$ cat src/include/ettc_pkg.sv
/*
 * ettc_pkg: addresses, field positions, reset values and mode codes of the
 * eight-bit timer with capture and pwm.
 * assumes: the cpu register port presents 8-bit addresses and 8-bit data.
 */
package ettc_pkg;

    // register addresses on the cpu register port
    localparam logic [7:0] TIMER_CONTROL_ADDR = 8'he1;
    localparam logic [7:0] TIMER_PRESCALE_SELECT_ADDR = 8'he2;
    localparam logic [7:0] TIMER_REFERENCE_ADDR = 8'he3;
    localparam logic [7:0] TIMER_COUNTER_ADDR = 8'he4;
    localparam logic [7:0] TIMER_STATUS_ADDR = 8'he6;
    localparam logic [7:0] PORT_ONE_CONFIG_ADDR = 8'he7;

    // reset values
    localparam logic [7:0] TIMER_CONTROL_RESET = 8'h00;
    localparam logic [7:0] TIMER_PRESCALE_RESET = 8'h00;
    localparam logic [7:0] TIMER_REFERENCE_RESET = 8'hff;
    localparam logic [7:0] PORT_ONE_CONFIG_RESET = 8'h00;
    localparam logic [7:0] OVERFLOW_VECTOR = 8'hd0;

    // timer_control fields
    localparam int CTRL_MODE_HI = 7;
    localparam int CTRL_MODE_LO = 6;
    localparam int CTRL_CLEAR_BIT = 5;
    localparam int CTRL_MATCH_IE_BIT = 3;
    localparam int CTRL_RUN_BIT = 2;
    localparam int CTRL_MATCH_PEND_BIT = 1;
    localparam int CTRL_OVF_IE_BIT = 0;

    // timer_prescale_select fields
    localparam int PRE_EDGE_BIT = 5;
    localparam int PRE_EXT_BIT = 4;
    localparam int PRE_DIV_HI = 3;
    localparam int PRE_DIV_LO = 0;
    localparam logic [3:0] PRE_DIV_MAX = 4'hc;
    localparam int PRE_WIDTH = 12;

    // timer_status fields
    localparam int STAT_OVF_PEND_BIT = 0;

    // port_one_config capture pin field
    localparam int P1_CAP_HI = 3;
    localparam int P1_CAP_LO = 2;

    typedef enum logic [1:0]
    {
        ETTC_INTERVAL = 2'b00,
        ETTC_CAPTURE = 2'b01,
        ETTC_PWM = 2'b11,
        ETTC_SPARE = 2'b10
    } ettc_mode_type;

endpackage

$ cat src/rtl/ettc_timer.sv
/*
 * ettc_timer: eight-bit timer/counter with interval, capture and pwm modes,
 * a prescaler from the oscillator clock or an external clock pin, and the
 * overflow and match/capture interrupt requests.
 * assumes: clk is the oscillator clock; pins arrive asynchronously; the cpu
 * register port is synchronous to clk with a one-cycle write strobe.
 */
`timescale 1ns/1ns

// How it works
// - three modes chosen by the control mode field
// - prescaler divides oscillator by one up to 4096
// - prescale register picks internal or external clock
// - eight-bit counter, comparator and reference register
// - interval match toggles pin, sets pending, clears counter
// - pwm match leaves counter running and wrapping
// - pwm pin low when reference not above counter
// - pwm period is 256 prescaled clocks
// - chosen capture pin edge copies counter to reference
// - port field 0x selects capture, 1x output
// - capture mode raises overflow and capture pendings
// - overflow pending cleared by service or software
// - control register resets to zero
// - writing one to bit 5 clears counter
// - bit 2 starts and stops the counter
// - overflow request carries vector d0
// - match/capture request only when bit 3 set
module ettc_timer
(
    // clock and reset
    input wire logic clk,
    input wire logic arst_n,
    // cpu register port
    input wire logic [7:0] regAddr,
    input wire logic regWrite,
    input wire logic [7:0] regWrData,
    output logic [7:0] regRdData,
    // pins
    input wire logic externalClockPin,
    input wire logic captureInputPin,
    output logic timerOutputPin,
    output logic timerOutputOe_n,
    // interrupt controller
    input wire logic overflowAck,
    output logic overflowIrq,
    output logic [7:0] overflowVector,
    output logic matchCaptureIrq
);

    function automatic logic [ettc_pkg::PRE_WIDTH-1:0] divMask(input logic [3:0] sel);
        logic [ettc_pkg::PRE_WIDTH-1:0] m;
        m = '0;
        for (int i = 0; i < ettc_pkg::PRE_WIDTH; i++)
        begin
            if (i < int'(sel))
            begin
                m[i] = 1'b1;
            end
        end
        return m;
    endfunction

    function automatic logic isAddr(input logic [7:0] a, input logic [7:0] target);
        return a == target;
    endfunction

    logic [7:0] control_q;
    logic [7:0] prescale_q;
    logic [7:0] reference_q;
    logic [7:0] counter_q;
    logic [7:0] counter_d;
    logic [7:0] portCfg_q;
    logic ovfPend_q;
    logic [ettc_pkg::PRE_WIDTH-1:0] pre_q;
    logic [2:0] extSync_q;
    logic [2:0] capSync_q;
    logic ctrlWr;
    logic tick;
    logic running;
    logic matchHit;
    logic wrap;
    logic capEdge;
    logic captureOn;
    logic matchSet;
    ettc_pkg::ettc_mode_type mode;

    assign ctrlWr = regWrite && isAddr(regAddr, ettc_pkg::TIMER_CONTROL_ADDR);
    // spare code behaves as interval so every code is defined
    assign mode = ettc_pkg::ettc_mode_type'(control_q[ettc_pkg::CTRL_MODE_HI:
                                                      ettc_pkg::CTRL_MODE_LO]);
    assign running = control_q[ettc_pkg::CTRL_RUN_BIT];

    // pin synchronisers; stage 0 feeds only stage 1
    always_ff @(posedge clk or negedge arst_n)
    begin
        if (!arst_n)
        begin
            // reset matches the idle low level of both pins, so no false edge
            extSync_q <= 3'h0;
            capSync_q <= 3'h0;
        end
        else
        begin
            extSync_q <= {extSync_q[1:0], externalClockPin};
            capSync_q <= {capSync_q[1:0], captureInputPin};
        end
    end

    // prescaler free-runs so a rate change takes effect within one period
    always_ff @(posedge clk or negedge arst_n)
    begin
        if (!arst_n)
        begin
            pre_q <= '0;
        end
        else
        begin
            pre_q <= pre_q + 1'b1;
        end
    end

    always_comb
    begin
        logic [3:0] sel;
        sel = prescale_q[ettc_pkg::PRE_DIV_HI:ettc_pkg::PRE_DIV_LO];
        if (sel > ettc_pkg::PRE_DIV_MAX)
        begin
            sel = ettc_pkg::PRE_DIV_MAX;
        end
        if (prescale_q[ettc_pkg::PRE_EXT_BIT])
        begin
            tick = extSync_q[1] && !extSync_q[2];
        end
        else
        begin
            tick = (pre_q | ~divMask(sel)) == '1;
        end
    end

    assign captureOn = (mode == ettc_pkg::ETTC_CAPTURE)
                       && !portCfg_q[ettc_pkg::P1_CAP_HI];
    // edge bit set: falling edge, clear: rising edge
    assign capEdge = captureOn && (prescale_q[ettc_pkg::PRE_EDGE_BIT]
                     ? (!capSync_q[1] && capSync_q[2])
                     : (capSync_q[1] && !capSync_q[2]));

    assign matchHit = running && tick && (counter_q == reference_q);
    // an interval match back to zero does not count as an overflow
    assign wrap = running && tick && (counter_q == 8'hff)
                  && !(matchHit && (mode == ettc_pkg::ETTC_INTERVAL
                                    || mode == ettc_pkg::ETTC_SPARE));

    always_comb
    begin
        counter_d = counter_q;
        if (running && tick)
        begin
            unique case (mode)
                ettc_pkg::ETTC_INTERVAL,
                ettc_pkg::ETTC_SPARE:
                begin
                    counter_d = matchHit ? 8'h00 : counter_q + 8'h01;
                end
                ettc_pkg::ETTC_CAPTURE,
                ettc_pkg::ETTC_PWM:
                begin
                    counter_d = counter_q + 8'h01;
                end
            endcase
        end
        // software clear beats a tick in the same cycle
        if (ctrlWr && regWrData[ettc_pkg::CTRL_CLEAR_BIT])
        begin
            counter_d = 8'h00;
        end
    end

    always_ff @(posedge clk or negedge arst_n)
    begin
        if (!arst_n)
        begin
            counter_q <= 8'h00;
        end
        else
        begin
            counter_q <= counter_d;
        end
    end

    assign matchSet = (matchHit && mode != ettc_pkg::ETTC_CAPTURE
                       && mode != ettc_pkg::ETTC_PWM) || capEdge;

    // control register; clear bit is a strobe and never stored
    always_ff @(posedge clk or negedge arst_n)
    begin
        if (!arst_n)
        begin
            control_q <= ettc_pkg::TIMER_CONTROL_RESET;
        end
        else
        begin
            // bit 4 has no function but reads back as written
            if (ctrlWr)
            begin
                control_q[7:6] <= regWrData[7:6];
                control_q[4:2] <= regWrData[4:2];
                control_q[0] <= regWrData[0];
            end
            control_q[ettc_pkg::CTRL_CLEAR_BIT] <= 1'b0;
            // a match in the clearing cycle is kept
            if (matchSet)
            begin
                control_q[ettc_pkg::CTRL_MATCH_PEND_BIT] <= 1'b1;
            end
            else if (ctrlWr && !regWrData[ettc_pkg::CTRL_MATCH_PEND_BIT])
            begin
                control_q[ettc_pkg::CTRL_MATCH_PEND_BIT] <= 1'b0;
            end
        end
    end

    always_ff @(posedge clk or negedge arst_n)
    begin
        if (!arst_n)
        begin
            prescale_q <= ettc_pkg::TIMER_PRESCALE_RESET;
            portCfg_q <= ettc_pkg::PORT_ONE_CONFIG_RESET;
        end
        else if (regWrite)
        begin
            if (isAddr(regAddr, ettc_pkg::TIMER_PRESCALE_SELECT_ADDR))
            begin
                prescale_q <= regWrData;
            end
            if (isAddr(regAddr, ettc_pkg::PORT_ONE_CONFIG_ADDR))
            begin
                portCfg_q <= regWrData;
            end
        end
    end

    // capture has priority over a software write in the same cycle
    always_ff @(posedge clk or negedge arst_n)
    begin
        if (!arst_n)
        begin
            reference_q <= ettc_pkg::TIMER_REFERENCE_RESET;
        end
        else if (capEdge)
        begin
            reference_q <= counter_q;
        end
        else if (regWrite && isAddr(regAddr, ettc_pkg::TIMER_REFERENCE_ADDR))
        begin
            reference_q <= regWrData;
        end
    end

    // overflow pending: set wins over service and software clear
    always_ff @(posedge clk or negedge arst_n)
    begin
        if (!arst_n)
        begin
            ovfPend_q <= 1'b0;
        end
        else if (wrap)
        begin
            ovfPend_q <= 1'b1;
        end
        else if (overflowAck || (regWrite && isAddr(regAddr, ettc_pkg::TIMER_STATUS_ADDR)
                 && !regWrData[ettc_pkg::STAT_OVF_PEND_BIT]))
        begin
            ovfPend_q <= 1'b0;
        end
    end

    // output pin: toggle in interval, compare in pwm, released in capture
    always_ff @(posedge clk or negedge arst_n)
    begin
        if (!arst_n)
        begin
            timerOutputPin <= 1'b0;
            timerOutputOe_n <= 1'b1;
        end
        else
        begin
            // enable registered beside the pin so both change on one edge
            timerOutputOe_n <= (mode == ettc_pkg::ETTC_CAPTURE);
            if (mode == ettc_pkg::ETTC_PWM)
            begin
                timerOutputPin <= reference_q > counter_q;
            end
            else if (matchSet && mode != ettc_pkg::ETTC_CAPTURE)
            begin
                timerOutputPin <= !timerOutputPin;
            end
        end
    end

    always_ff @(posedge clk or negedge arst_n)
    begin
        if (!arst_n)
        begin
            overflowIrq <= 1'b0;
            matchCaptureIrq <= 1'b0;
            overflowVector <= 8'h00;
        end
        else
        begin
            // requests are levels that stand until their pending bit clears
            overflowIrq <= ovfPend_q && control_q[ettc_pkg::CTRL_OVF_IE_BIT];
            matchCaptureIrq <= control_q[ettc_pkg::CTRL_MATCH_PEND_BIT]
                               && control_q[ettc_pkg::CTRL_MATCH_IE_BIT];
            overflowVector <= ettc_pkg::OVERFLOW_VECTOR;
        end
    end

    // read data registered one cycle after the address
    always_ff @(posedge clk or negedge arst_n)
    begin
        if (!arst_n)
        begin
            regRdData <= 8'h00;
        end
        else
        begin
            // counter reads back; writes to its address are dropped
            unique case (regAddr)
                ettc_pkg::TIMER_CONTROL_ADDR: regRdData <= control_q;
                ettc_pkg::TIMER_PRESCALE_SELECT_ADDR: regRdData <= prescale_q;
                ettc_pkg::TIMER_REFERENCE_ADDR: regRdData <= reference_q;
                ettc_pkg::TIMER_COUNTER_ADDR: regRdData <= counter_q;
                ettc_pkg::TIMER_STATUS_ADDR: regRdData <= {7'h00, ovfPend_q};
                ettc_pkg::PORT_ONE_CONFIG_ADDR: regRdData <= portCfg_q;
                default: regRdData <= 8'h00;
            endcase
        end
    end

endmodule

$ cat config.mk
export PLATFORM = sky130hd
export DESIGN_NAME = ettc_timer
export DESIGN_NICKNAME = d
export VERILOG_FILES = /design/src/include/ettc_pkg.sv /design/src/rtl/ettc_timer.sv
export SDC_FILE = /design/constraint.sdc
export NUM_CORES = 1
export LEC_CHECK = 0
export ABC_CLOCK_PERIOD_IN_PS = 3100
export BUFFER_PORTS_ARGS = -buffer_cell sky130_fd_sc_hd__buf_4
export CAP_MARGIN = 0
export CORE_UTILIZATION = 50
export DETAILED_ROUTE_END_ITERATION = 7
export GPL_TIMING_DRIVEN = 0
export PLACE_DENSITY_LB_ADDON = 0.15
export SLEW_MARGIN = 20
export SYNTH_ARGS = -nofsm -noshare
export SYNTH_HDL_FRONTEND = slang
export SYNTH_SLANG_ARGS = --single-unit
$ cat constraint.sdc
create_clock -name clk -period 3.1 [get_ports clk]
set_clock_uncertainty 0.1 [all_clocks]
set_input_delay 0.155 -clock clk [delete_from_list [all_inputs] [get_ports clk]]
set_output_delay 0.155 -clock clk [all_outputs]
set_load 0.02 [all_outputs]
==> results of run 1 <==
## worst max path at each step
stage | startpoint | to | slack [ps] | depth (start not counted)
2_1_floorplan | prescale_q[0] | counter_q[3] | 1090 | 7
3_3_place_gp | counter_q[6] | ovfPend_q | 690 | 7
3_5_place_dp | counter_q[6] | ovfPend_q | 690 | 7
4_1_cts | counter_q[6] | ovfPend_q | 650 | 7
5_1_grt | prescale_q[1] | counter_q[3] | 460 | 7
6_report | counter_q[6] | ovfPend_q | 620 | 7
## what timing repair did
| action | CTS | global route |
|---|---|---|
| endpoints found under the hold margin | 88 | 0 |
| buffers inserted | 0 | 0 |
| hold buffers | 11 | 0 |
## worst max-delay path: stages, from the launching register on
cell and delay [ps]:
sky130_fd_sc_hd__dfrtp_1 450, sky130_fd_sc_hd__inv_1 130, sky130_fd_sc_hd__ha_1 320, sky130_fd_sc_hd__nand4_1 130, sky130_fd_sc_hd__nor3_1 270, sky130_fd_sc_hd__clkbuf_1 410, sky130_fd_sc_hd__nor2_1 240, sky130_fd_sc_hd__a41o_1 300
## through the flow
stage          hold slack, ps  instance area, um2
2_1_floorplan          -240.6                3527
3_3_place_gp            165.3                3910
3_5_place_dp            165.9                3910
4_1_cts                 85.38                4180
5_1_grt                 84.81                4180
6_report                95.18                4180
## power groups by stage
stage / sequential (mW) / clock [mW] / combinational [mW]
after global placement: 1.09 / 0 / 0.333
after CTS: 1.08 / 0.655 / 0.353
after detailed placement: 1.09 / 0 / 0.340
final: 1.08 / 0.640 / 0.354
after floorplan: 1.07 / 0 / 0.231
after global routing: 1.09 / 0.698 / 0.397
## synthesized netlist by cell type (6+ instances only)
| cell | count | area share |
|---|---|---|
| sky130_fd_sc_hd__dfrtp_1 | 62 | 0.44 |
| sky130_fd_sc_hd__ha_1 | 10 | 0.036 |
| sky130_fd_sc_hd__clkbuf_1 | 6 | 0.0064 |
| sky130_fd_sc_hd__buf_4 | 7 | 0.015 |
| sky130_fd_sc_hd__a21oi_1 | 14 | 0.020 |
| sky130_fd_sc_hd__inv_1 | 15 | 0.016 |
| sky130_fd_sc_hd__dfstp_2 | 9 | 0.067 |
| sky130_fd_sc_hd__nand2_1 | 26 | 0.028 |
| sky130_fd_sc_hd__and3_1 | 12 | 0.021 |
| sky130_fd_sc_hd__a221o_1 | 8 | 0.023 |
| sky130_fd_sc_hd__o21ai_0 | 13 | 0.019 |
| sky130_fd_sc_hd__nand3_1 | 7 | 0.010 |
| sky130_fd_sc_hd__xnor2_1 | 7 | 0.017 |
| sky130_fd_sc_hd__nor2_1 | 26 | 0.028 |
| sky130_fd_sc_hd__mux2_2 | 29 | 0.093 |
| sky130_fd_sc_hd__a22oi_1 | 6 | 0.013 |
## sequential cells by signal (all words and copies together), names as in the netlist
register	count
matchCaptureIrq	1
ovfPend_q	1
prescale_q	8
pre_q	12
portCfg_q	8
capSync_q	3
timerOutputPin	1
timerOutputOe_n	1
overflowIrq	1
reference_q	8
counter_q	8
control_q	7
extSync_q	3
regRdData	8
overflowVector	1
## per-layer routing
layer	wire length [um]	part of all wire	up-vias
li1	-	-	1285
met1	3745	0.48	1319
met2	3622	0.46	79
met3	363	0.046	13
met4	149	0.019	0
met5	0	0	-
## layout make-up
type                            count  area [um2]
Fill cell                         572        2614
Sequential cell                    71        1788
Multi-Input combinational cell    227        1589
Timing Repair Buffer               46       372.9
Clock buffer                       14       152.6
Tap cell                           96       120.1
Buffer                             17       93.84
Inverter                           15       56.30
Clock inverter                      1       7.507
## cells by family after synthesis
logic type	Yosys count	share of synthesized area
fa+ha+maj	10	0.03563
mux	32	0.1015
flops	71	0.5091
xor+xnor	10	0.02494
simple gates	97	0.1382
buf+inv	32	0.04275
other cells	2	0.002138
compound gates	72	0.1457
==> metrics.log, run 1 <==
[metrics] run status: finished with violations
[metrics] violated checks: design-rule violations
[metrics] overall power: a little over 2 mW
[metrics] hold violation total from the final report: 0
[metrics] relative contribution of sequential cells to total power: 0.521
[metrics] Post-synth ARST share: 1.000
[metrics] switching share of power: 0.2827
[metrics] site row count: 30
[metrics] iteration-0 DRC count of the detailed router: between 150 and 200
[metrics] buffer cell driving the clock tree root: sky130_fd_sc_hd__clkbuf_8
[metrics] data arrival time of the worst path: 2620 ps
[metrics] Layout Nets: 419
[metrics] Worst-Margin Slew: 874.3 ps
[metrics] most common cell after layout, fill and taps aside: sky130_fd_sc_hd__dfrtp_1
[metrics] average wire length per cell after detail routing: ~16 um
[metrics] Antenna Violating Nets Remaining: 0
[metrics] most frequent cells in the layout: sky130_fd_sc_hd__dfrtp_1 (62), sky130_fd_sc_hd__buf_4 (42), sky130_fd_sc_hd__mux2_2 (29), sky130_fd_sc_hd__nor2_1 (26), sky130_fd_sc_hd__nand2_1 (26)
[metrics] most used flip-flop cell after synthesis: sky130_fd_sc_hd__dfrtp_1
[metrics] clock network fraction of total power: 0.309
[metrics] Clock transition at path regs: roughly 80 ps
[metrics] y dimension of the die: 85.81 um
[metrics] met3 Usage GRT: 0.04427
[metrics] Max Buffers Root-to-Sink: 2
[metrics] Core ar.: slightly below 7000 um2
[metrics] number of port buffers: 35
[metrics] switching power: just under 0.6 mW
[metrics] remaining max-slew budget at the tightest pin: 0.4171
[metrics] busiest grt layer: met2
[metrics] Detail Placement HPWL: approximately 5600 um
[metrics] fraction of layout instances using a drive strength above 1: 0.2455
[metrics] non-filler cells, final: about 490
[metrics] met1 Use GR: 0.3321
[metrics] total global routing overflow: 0
[metrics] leakage power figure: slightly above 2 nW
[metrics] Max Freq: between 400 and 500 MHz
[metrics] count of antenna diodes in the layout: 0
[metrics] Netlist Area Pre-Place: 3512 um2
[metrics] count of clock tree sinks: between 70 and 80
[metrics] Max Slew Vio Count: 0
[metrics] number of instances in the synthesized netlist: 326
[metrics] total wire length after detailed routing: about 7900 um
[metrics] Finished Core Util: 0.6153
[metrics] fin crit period: roughly 2500 ps
[metrics] number of stages on the worst hold path: 3
[metrics] Netlist cell types: 48
[metrics] Max IR drop VDD: 276.6 uV
[metrics] GRT Overall Usage: 0.2355
[metrics] Horiz. Die Dim: about 86 um
[metrics] total negative slack for setup checks: 0 ps
[metrics] final setup violation count: 0
[metrics] worst min-delay path endpoint: ovfPend_q
[metrics] Vias/cell: 5.536
[metrics] dpl cells: around 460
[metrics] wire length of the first global-routing pass: about 13000 um
[metrics] critical path capture point type: register
[metrics] Die Footprint: between 7000 and 8000 um2
[metrics] top fanout value on the critical path: 10
[metrics] worst r2r dst: ovfPend_q
[metrics] number of maximum-capacitance violations: 0
[metrics] category of the most critical setup path: reg -> reg
[metrics] startpoint of the tightest hold check path: overflowAck
[metrics] flip-flop and latch count after synthesis: 71
[metrics] worst reg2reg path startpoint: counter_q[6]
[metrics] number of remaining DRC errors: 1
[metrics] number of ports placed on the die boundary: 42
[metrics] cell count of the worst reg-to-reg path: 7
[metrics] data required time at the worst endpoint: 3230 ps
[metrics] pin count of the biggest net entering global routing: 72
[metrics] Skew-Pair Late Insertion Delay: roughly 360 ps
[metrics] smallest setup slack after layout: 615.8 ps
[metrics] total vias in the final route: 2696
[metrics] mean instance size in the synthesized netlist: approximately 11 um2
[metrics] via count of the first global-routing pass: around 2500
[metrics] area growth from synthesis to final layout: 19.02%
[metrics] 1st-pass router iterations: 8
[metrics] number of flops mapped to enable cells by yosys: 0
[metrics] Worst Setup Slack post-DPL: approximately 700 ps
[metrics] unrepaired setup endpoints after global routing: false
[metrics] fraction of the cycle the final worst path needs: 0.8014
[metrics] Resized Gates After CTS: 0
[metrics] Initial Util: 0.5169
[metrics] Power Internal: about 1.5 mW
[metrics] setup slack, reg-to-reg: about 600 ps
[metrics] YS warnings: 0
[metrics] classification of the worst-slack hold path: in -> reg
[metrics] antenna violations before repair: 0
[metrics] share of synthesized area occupied by flip-flops and latches: 0.5091
[metrics] TritonCTS buffer count: 9
[metrics] share of power burned in combinational logic: 0.171
[metrics] H-tree depth reported by CTS: 3
[metrics] placer congestion estimate: about 0.90
[metrics] Global Route met2 Usage: 0.3527
[metrics] TritonCTS clock tree: yes
[metrics] Worst setup SP type: register
[metrics] power density over cell area: 495.9 nW/um2
(Power assumes the default switching activity.)
==> run 2, diff against run 1 <==
--- a/config.mk
+++ b/config.mk
@@ -5,7 +5,7 @@
 export SDC_FILE = /design/constraint.sdc
 export NUM_CORES = 1
 export LEC_CHECK = 0
-export ABC_CLOCK_PERIOD_IN_PS = 3100
+export ABC_CLOCK_PERIOD_IN_PS = 2500
 export BUFFER_PORTS_ARGS = -buffer_cell sky130_fd_sc_hd__buf_4
 export CAP_MARGIN = 0
 export CORE_UTILIZATION = 50
==> constraint.sdc (replaced) <==
create_clock -name clk -period 2.5 [get_ports clk]
set_clock_uncertainty 0.1 [all_clocks]
set_input_delay 0.125 -clock clk [delete_from_list [all_inputs] [get_ports clk]]
set_output_delay 0.125 -clock clk [all_outputs]
set_load 0.02 [all_outputs]
==> run 2 against run 1 <==
The run still ends with design-rule violations left. Die area unchanged. Hold slack got worse by 31 ps. Cell area grew 0.33%. Routed wire length up 0.51%. Critical path depth stayed put. Setup slack got worse by 450 ps. Cell count did not move. Total power is 24% higher. Register-to-register slack lost 450 ps. Sequential share of layout area decreased by 0.14 points. Utilization is 0.20 points higher.
==> metrics.log, run 2 (synthesis gave the netlist of run 1 again) <==
[metrics] total vias in the final route: 2709 (was 2696)
[metrics] Core ar.: 6794 um2 (unchanged)
[metrics] number of maximum-capacitance violations: 0 (unchanged)
[metrics] Max Freq: 429.3 MHz (was 402.5 MHz)
[metrics] total negative slack for setup checks: 0 ps (unchanged)
[metrics] Max Buffers Root-to-Sink: 2 (unchanged)
[metrics] number of ports placed on the die boundary: 42 (unchanged)
[metrics] site row count: 30 (unchanged)
[metrics] iteration-0 DRC count of the detailed router: 183 (was 167)
[metrics] TritonCTS buffer count: 9 (unchanged)
[metrics] post-route standard cell area excluding fillers: 4194 um2 (was 4180 um2)
[metrics] pin count of the biggest net entering global routing: 72 (unchanged)
[metrics] crit path launch: prescale_q[0] (was counter_q[6])
[metrics] worst r2r dst: counter_q[3] (was ovfPend_q)
[metrics] violated checks: design-rule violations (unchanged)
[metrics] Global Route met2 Usage: 0.3527 (unchanged)
[metrics] placer congestion estimate: 0.8963 (unchanged)
[metrics] overall power: 2.575 mW (was 2.073 mW)
[metrics] number of port buffers: 35 (unchanged)
[metrics] Max IR drop VDD: 343.1 uV (was 276.6 uV)
[metrics] Antenna Violating Nets Remaining: 0 (unchanged)
[metrics] register containing the most flip-flops in the final layout: pre_q (unchanged)
[metrics] Worst-Margin Slew: 875.4 ps (was 874.3 ps)
[metrics] setup slack, reg-to-reg: 170 ps (was 620 ps)
[metrics] total wire length after detailed routing: 7920 um (was 7880 um)
[metrics] total setup buffers inserted after CTS: 0 (unchanged)
[metrics] busiest grt layer: met2 (unchanged)
[metrics] final hold slack: 64.40 ps (was 95.18 ps)
[metrics] dpl cells: 461 (unchanged)
[metrics] Layout Nets: 419 (unchanged)
[metrics] most frequent cells in the layout: sky130_fd_sc_hd__dfrtp_1 (62), sky130_fd_sc_hd__buf_4 (42), sky130_fd_sc_hd__mux2_2 (29), sky130_fd_sc_hd__nor2_1 (26), sky130_fd_sc_hd__nand2_1 (26) (unchanged)
[metrics] startpoint of the tightest hold check path: overflowAck (unchanged)
[metrics] via count of the first global-routing pass: 2467 (unchanged)
[metrics] data arrival time of the worst path: 2470 ps (was 2620 ps)
[metrics] number of filler cells placed in the layout: 568 (was 572)
[metrics] total global routing overflow: 0 (unchanged)
[metrics] H-tree depth reported by CTS: 3 (unchanged)
[metrics] area growth from synthesis to final layout: 19.42% (was 19.02%)
[metrics] max FFs per register: 12 (unchanged)
[metrics] Detail Placement HPWL: 5570 um (unchanged)
[metrics] most common cell after layout, fill and taps aside: sky130_fd_sc_hd__dfrtp_1 (unchanged)
[metrics] count of antenna diodes in the layout: 0 (unchanged)
[metrics] Die Footprint: 7363 um2 (unchanged)
[metrics] unrepaired setup endpoints after global routing: false (unchanged)
[metrics] Horiz. Die Dim: 85.81 um (unchanged)
[metrics] fin crit period: 2329 ps (was 2484 ps)
[metrics] Clock transition at path regs: 70 ps (was 80 ps)
[metrics] Worst Setup Slack post-DPL: 88.65 ps (was 688.6 ps)
[metrics] count of clock tree sinks: 71 (unchanged)
[metrics] remaining max-slew budget at the tightest pin: 0.4164 (was 0.4171)
[metrics] data required time at the worst endpoint: 2640 ps (was 3230 ps)
[metrics] critical path capture point type: register (unchanged)
[metrics] classification of the worst-slack hold path: in -> reg (unchanged)
[metrics] Initial Util: 0.5169 (unchanged)
[metrics] Vias/cell: 5.563 (was 5.536)
[metrics] Skew-Pair Late Insertion Delay: 360 ps (about the same)
[metrics] worst reg2reg path startpoint: prescale_q[0] (was counter_q[6])
[metrics] Max Slew Vio Count: 0 (unchanged)
[metrics] TritonCTS clock tree: yes (unchanged)
[metrics] number of remaining DRC errors: 1 (unchanged)
[metrics] average wire length per cell after detail routing: 16.26 um (was 16.18 um)
[metrics] 1st-pass router iterations: 7 (was 8)
[metrics] standard cell area after detailed placement: 3910 um2 (unchanged)
[metrics] final setup violation count: 0 (unchanged)
[metrics] met1 Use GR: 0.3321 (unchanged)
[metrics] y dimension of the die: 85.81 um (unchanged)
[metrics] hold violation total from the final report: 0 (unchanged)
[metrics] Finished Core Util: 0.6173 (was 0.6153)
[metrics] top fanout value on the critical path: 10 (unchanged)
[metrics] GRT Overall Usage: 0.2355 (unchanged)
[metrics] category of the most critical setup path: reg -> reg (unchanged)
[metrics] met3 Usage GRT: 0.04427 (unchanged)
[metrics] fraction of layout instances using a drive strength above 1: 0.2558 (was 0.2455)
[metrics] Worst setup SP type: register (unchanged)
[metrics] fraction of the cycle the final worst path needs: 0.9317 (was 0.8014)
[metrics] antenna violations before repair: 0 (unchanged)
[metrics] Setup crit end: counter_q[3] (was ovfPend_q)
[metrics] leakage power figure: 2.021 nW (was 2.013 nW)
[metrics] buffer cell driving the clock tree root: sky130_fd_sc_hd__clkbuf_8 (unchanged)
[metrics] run status: finished with violations (unchanged)
[metrics] cell count of the worst reg-to-reg path: 7 (unchanged)
[metrics] wire length of the first global-routing pass: 12860 um (unchanged)
[metrics] number of stages on the worst hold path: 3 (unchanged)
[metrics] smallest setup slack after layout: 170.8 ps (was 615.8 ps)
[metrics] power density over cell area: 613.9 nW/um2 (was 495.9 nW/um2)
[metrics] non-filler cells, final: 487 (unchanged)
## run 2: routing by layer
layer / vias up / part of all wire
li1: 1284 / -
met1: 1321 / 0.47
met5: - / 0
met3: 14 / 0.053
met2: 90 / 0.46
met4: 0 / 0.018
## run 2: area by class of cell
class                   count  area [um2]  area share
multi-input cells         227        1600      0.3816
inverters                  15       56.30     0.01342
well taps                  96       120.1     0.02864
clock buffers              14       152.6     0.03640
clock inverters             1       7.507    0.001790
flip-flops and latches     71        1788      0.4263
plain buffers              17       96.34     0.02297
repair buffers             46       372.9     0.08890
## run 2: where the power goes
part           leakage, nW  total (mW)  internal (mW)  switching [mW]
sequential           0.911        1.34           1.25          0.0898
clock               0.0768       0.794          0.384           0.411
combinational         1.03       0.441          0.212           0.229
total                 2.02        2.57           1.85           0.730
## run 2: critical path, stage by stage, from the launching register on
cell                        delay (ps)
sky130_fd_sc_hd__dfrtp_1           470
sky130_fd_sc_hd__nor2b_1           170
sky130_fd_sc_hd__o21a_1            170
sky130_fd_sc_hd__a2111oi_2         380
sky130_fd_sc_hd__a31oi_2           220
sky130_fd_sc_hd__clkbuf_2          230
sky130_fd_sc_hd__o21bai_1          200
sky130_fd_sc_hd__a32o_1            260
## run 2: worst min path at each step
stage / slack (ps) / to
2_1_floorplan: -270 / capSync_q[0]
3_3_place_gp: 140 / extSync_q[0]
3_5_place_dp: 140 / capSync_q[0]
4_1_cts: 60 / ovfPend_q
5_1_grt: 50 / ovfPend_q
6_report: 60 / ovfPend_q
## run 2: what timing repair did
action | CTS | global route
resized for setup | 0 | 6
setup endpoints to repair | 0 | 8
hold endpoints to repair | 93 | 0
hold buffers | 11 | 0
==> run 3, diff against run 2 <==
--- a/config.mk
+++ b/config.mk
@@ -5,6 +5,7 @@
 export SDC_FILE = /design/constraint.sdc
 export NUM_CORES = 1
 export LEC_CHECK = 0
+export ABC_AREA = 1
 export ABC_CLOCK_PERIOD_IN_PS = 2500
 export BUFFER_PORTS_ARGS = -buffer_cell sky130_fd_sc_hd__buf_4
 export CAP_MARGIN = 0
==> run 3 against run 2 <==
The flow now finishes without violations. Fmax up 13%. Non-clock buffer count up 1. Via count increased by 12%. Synthesized cell count grew 29%. Sequential power increased by 6%. Count of clock-buffer cells in the layout fell by 5. First-iteration DRC count rose by 28%. Utilization rose by 1.9 points. Area after synthesis is 4.1% higher. Hold slack improved by 33 ps. Total power is 22% higher.
==> metrics.log, run 3 <==
[metrics] ranking of synthesized cells by instance count: sky130_fd_sc_hd__nand2_1 (84), sky130_fd_sc_hd__dfrtp_1 (62), sky130_fd_sc_hd__inv_1 (56) (was sky130_fd_sc_hd__dfrtp_1 (62), sky130_fd_sc_hd__mux2_2 (29), sky130_fd_sc_hd__nand2_1 (26), sky130_fd_sc_hd__nor2_1 (26), sky130_fd_sc_hd__inv_1 (15))
[metrics] Max Freq: 485.4 MHz (was 429.3 MHz)
[metrics] Core ar.: 6944 um2 (was 6794 um2)
[metrics] Worst-Margin Slew: 887.2 ps (was 875.4 ps)
[metrics] critical path capture point type: register (unchanged)
[metrics] smallest setup slack after layout: 439.8 ps (was 170.8 ps)
[metrics] number of ports placed on the die boundary: 42 (unchanged)
[metrics] total wire length after detailed routing: 8274 um (was 7920 um)
[metrics] Worst setup SP type: register (unchanged)
[metrics] total global routing overflow: 0 (unchanged)
[metrics] worst reg2reg path startpoint: counter_q[5] (was prescale_q[0])
[metrics] H-tree depth reported by CTS: 3 (unchanged)
[metrics] most used flip-flop cell after synthesis: sky130_fd_sc_hd__dfrtp_1 (unchanged)
[metrics] cell count of the worst reg-to-reg path: 11 (was 7)
[metrics] most frequent cells in the layout: sky130_fd_sc_hd__nand2_1 (84), sky130_fd_sc_hd__dfrtp_1 (62), sky130_fd_sc_hd__inv_1 (56), sky130_fd_sc_hd__buf_4 (44), sky130_fd_sc_hd__nor2_1 (33) (was sky130_fd_sc_hd__dfrtp_1 (62), sky130_fd_sc_hd__buf_4 (42), sky130_fd_sc_hd__mux2_2 (29), sky130_fd_sc_hd__nor2_1 (26), sky130_fd_sc_hd__nand2_1 (26))
[metrics] slowest stage delay, CP: 320 ps (was 470 ps)
[metrics] placer congestion estimate: 0.8922 (was 0.8963)
[metrics] final setup violation count: 0 (unchanged)
[metrics] crit path launch: counter_q[5] (was prescale_q[0])
[metrics] Finished Core Util: 0.6360 (was 0.6173)
[metrics] Max Slew Vio Count: 0 (unchanged)
[metrics] top fanout value on the critical path: 8 (was 10)
[metrics] GRT Overall Usage: 0.2432 (was 0.2355)
[metrics] Initial Util: 0.5263 (was 0.5169)
[metrics] total number of cells along the worst setup path: 11 (was 7)
[metrics] number of port buffers: 36 (was 35)
[metrics] data arrival time of the worst path: 2260 ps (was 2470 ps)
[metrics] YS warnings: 0 (unchanged)
[metrics] max FFs per register: 12 (unchanged)
[metrics] remaining max-slew budget at the tightest pin: 0.4086 (was 0.4164)
[metrics] count leader, synth: sky130_fd_sc_hd__nand2_1 (was sky130_fd_sc_hd__dfrtp_1)
[metrics] crit path cell chain: clkbuf_1, inv_1, ha_1, nand3_1, inv_1, nand2_1, nor2_1, nand2_2, nand2_1, inv_1, nor2_1 (was nor2b_1, o21a_1, a2111oi_2, a31oi_2, clkbuf_2, o21bai_1, a32o_1)
[metrics] pin count of the biggest net entering global routing: 72 (unchanged)
[metrics] number of stages on the worst hold path: 4 (was 3)
[metrics] site row count: 30 (unchanged)
[metrics] Max IR drop VDD: 349.4 uV (was 343.1 uV)
[metrics] worst min-delay path endpoint: regRdData[0] (was ovfPend_q)
[metrics] Worst Path Buf+Inv: 4 (was 1)
[metrics] via count of the first global-routing pass: 3008 (was 2467)
[metrics] share of synthesized area occupied by flip-flops and latches: 0.4892 (was 0.5091)
[metrics] Die Footprint: 7655 um2 (was 7363 um2)
[metrics] Antenna Violating Nets Remaining: 0 (unchanged)
[metrics] Post-synth ARST share: 1.000 (unchanged)
[metrics] hold violation total from the final report: 0 (unchanged)
[metrics] cell class contributing the biggest share of worst-path delay: simple AND/OR/NAND/NOR gates (was compound AO/OA/AOI/OAI gates)
[metrics] number of maximum-capacitance violations: 0 (unchanged)
[metrics] Skew-Pair Late Insertion Delay: 360 ps (about the same)
[metrics] register containing the most flip-flops in the final layout: pre_q (unchanged)
[metrics] total negative slack for setup checks: 0 ps (unchanged)
[metrics] fin crit period: 2060 ps (was 2329 ps)
[metrics] y dimension of the die: 87.50 um (was 85.81 um)
[metrics] leakage power figure: 2.203 nW (was 2.021 nW)
[metrics] number of remaining DRC errors: 0 (was 1)
[metrics] mean instance size in the synthesized netlist: 8.681 um2 (was 10.77 um2)
[metrics] count of clock tree sinks: 71 (unchanged)
[metrics] Horiz. Die Dim: 87.50 um (was 85.81 um)
[metrics] total setup buffers inserted after CTS: 0 (unchanged)
[metrics] flip-flop and latch count after synthesis: 71 (unchanged)
[metrics] startpoint of the tightest hold check path: regAddr[0] (was overflowAck)
[metrics] classification of the worst-slack hold path: in -> reg (unchanged)
[metrics] TritonCTS clock tree: yes (unchanged)
[metrics] most common cell type on the critical path: sky130_fd_sc_hd__inv_1
[metrics] average wire length per cell after detail routing: 14.12 um (was 16.26 um)
[metrics] fraction of the cycle the final worst path needs: 0.8241 (was 0.9317)
[metrics] run status: complete, no violations (was finished with violations)
[metrics] 1st-pass router iterations: 5 (was 7)
[metrics] TritonCTS buffer count: 9 (unchanged)
[metrics] unrepaired setup endpoints after global routing: false (unchanged)
[metrics] Resized Gates After CTS: 0 (unchanged)
[metrics] category of the most critical setup path: reg -> reg (unchanged)
[metrics] Critical-path top delay cell: sky130_fd_sc_hd__dfrtp_1 (unchanged)
[metrics] total vias in the final route: 3040 (was 2709)
[metrics] fraction of layout instances using a drive strength above 1: 0.2122 (was 0.2558)
[metrics] number of flops mapped to enable cells by yosys: 0 (unchanged)
[metrics] leading area contributor after synthesis: sky130_fd_sc_hd__dfrtp_1 (unchanged)
[metrics] Clock transition at path regs: 80 ps (was 70 ps)
[metrics] iteration-0 DRC count of the detailed router: 235 (was 183)
[metrics] number of instances in the synthesized netlist: 421 (was 326)
[metrics] Vias/cell: 5.188 (was 5.563)
[metrics] number of filler cells placed in the layout: 591 (was 568)
[metrics] most common cell after layout, fill and taps aside: sky130_fd_sc_hd__nand2_1 (was sky130_fd_sc_hd__dfrtp_1)
[metrics] Layout Nets: 517 (was 419)
[metrics] Detail Placement HPWL: 5939 um (was 5570 um)
[metrics] data required time at the worst endpoint: 2700 ps (was 2640 ps)
[metrics] antenna violations before repair: 0 (unchanged)
[metrics] buffer cell driving the clock tree root: sky130_fd_sc_hd__clkbuf_8 (unchanged)
[metrics] setup slack, reg-to-reg: 440 ps (was 170 ps)
[metrics] Netlist Area Pre-Place: 3655 um2 (was 3512 um2)
[metrics] wire length of the first global-routing pass: 13980 um (was 12860 um)
[metrics] worst r2r dst: timerOutputPin (was counter_q[3])
[metrics] power density over cell area: 714.1 nW/um2 (was 613.9 nW/um2)
[metrics] Max Buffers Root-to-Sink: 2 (unchanged)
[metrics] Netlist cell types: 38 (was 48)
[metrics] share of the synthesized area in the top cell type: 0.4245 (was 0.4418)
[metrics] largest cells by area after synthesis: sky130_fd_sc_hd__dfrtp_1 (42%), sky130_fd_sc_hd__nand2_1 (8.6%), sky130_fd_sc_hd__dfstp_2 (6.5%) (was sky130_fd_sc_hd__dfrtp_1 (44%), sky130_fd_sc_hd__mux2_2 (9.3%), sky130_fd_sc_hd__dfstp_2 (6.7%))
[metrics] Worst Setup Slack post-DPL: 470.6 ps (was 88.65 ps)
[metrics] area growth from synthesis to final layout: 20.85% (was 19.42%)
[metrics] count of antenna diodes in the layout: 0 (unchanged)
[run 3: cell types whose count changed in the layout (fill, tap and decap cells not counted), sizes merged, moves of 9 or more]
cell and delta:
and3 -12, clkbuf -9, inv +48, mux2 -22
nand2 +63, nand3 +24, nor2 +15, o21ai +17
xor2 +10
[run 3: per-stage QoR]
stage | area [um2] | std cells | total power [mW] | hold slack (ps)
floorplan | 3670 | 425 | 1.877 | -270.6
global placement | 4060 | 557 | 2.078 | 134.8
detailed placement | 4060 | 557 | 2.101 | 135.6
CTS | 4417 | 586 | 3.165 | 88.57
global route | 4417 | 586 | 3.343 | 128.6
finish | 4417 | 586 | 3.154 | 97.62
[run 3: area by class of cell]
| class | count | area [um2] | share of cell area |
|---|---|---|---|
| Tap cell | 96 | 120.1 | 0.02720 |
| Clock buffer | 9 | 123.9 | 0.02805 |
| Multi-Input combinational cell | 278 | 1554 | 0.3518 |
| Buffer | 15 | 98.84 | 0.02238 |
| Clock inverter | 7 | 102.6 | 0.02323 |
| Timing Repair Buffer | 49 | 400.4 | 0.09065 |
| Sequential cell | 71 | 1788 | 0.4048 |
| Inverter | 61 | 229.0 | 0.05184 |
[run 3: how the worst max path moves through the flow]
stage	end	slack, ps
2_1_floorplan	timerOutputPin	770
3_3_place_gp	timerOutputPin	480
3_5_place_dp	timerOutputPin	470
4_1_cts	timerOutputPin	450
5_1_grt	timerOutputPin	220
6_report	timerOutputPin	440
[run 3: worst register-to-register path, delay by kind of cell, from the launching register on]
| kind | cells | cell delay [ps] |
|---|---|---|
| simple gates | 6 | 800 |
| buf+inv | 4 | 460 |
| flops | 1 | 320 |
| fa+ha+maj | 1 | 310 |
[run 3: what timing repair did]
action,4_1_cts,5_1_grt
hold buffers,13,0
endpoints found under the hold margin,95,0
endpoints found under the setup margin,0,0
[run 3: logic make-up (layout without fill, tap and decap cells)]
family / after synthesis / count (layout) / synth area share
xor+xnor: 14 / 14 / 0.03355
simple gates: 171 / 171 / 0.2119
flops: 71 / 71 / 0.4892
compound gates: 70 / 70 / 0.1178
other cells: 2 / 6 / 0.002055
fa+ha+maj: 10 / 10 / 0.03423
mux: 7 / 7 / 0.02157
buf+inv: 76 / 141 / 0.08970
[run 3: layer usage]
layer / share of wire / vias up / GRT usage
li1: - / 1487 / -
met1: 0.48 / 1444 / 0.3354
met2: 0.45 / 89 / 0.3800
met3: 0.045 / 20 / 0.03602
met4: 0.025 / 0 / 0.1103
met5: 0 / - / 0
[run 3: report_power, final]
group          internal, mW  switching, mW  leakage, nW
clock                 0.572          0.480        0.110
combinational         0.271          0.411         1.25
sequential             1.31          0.113        0.845
total                  2.15           1.00         2.20
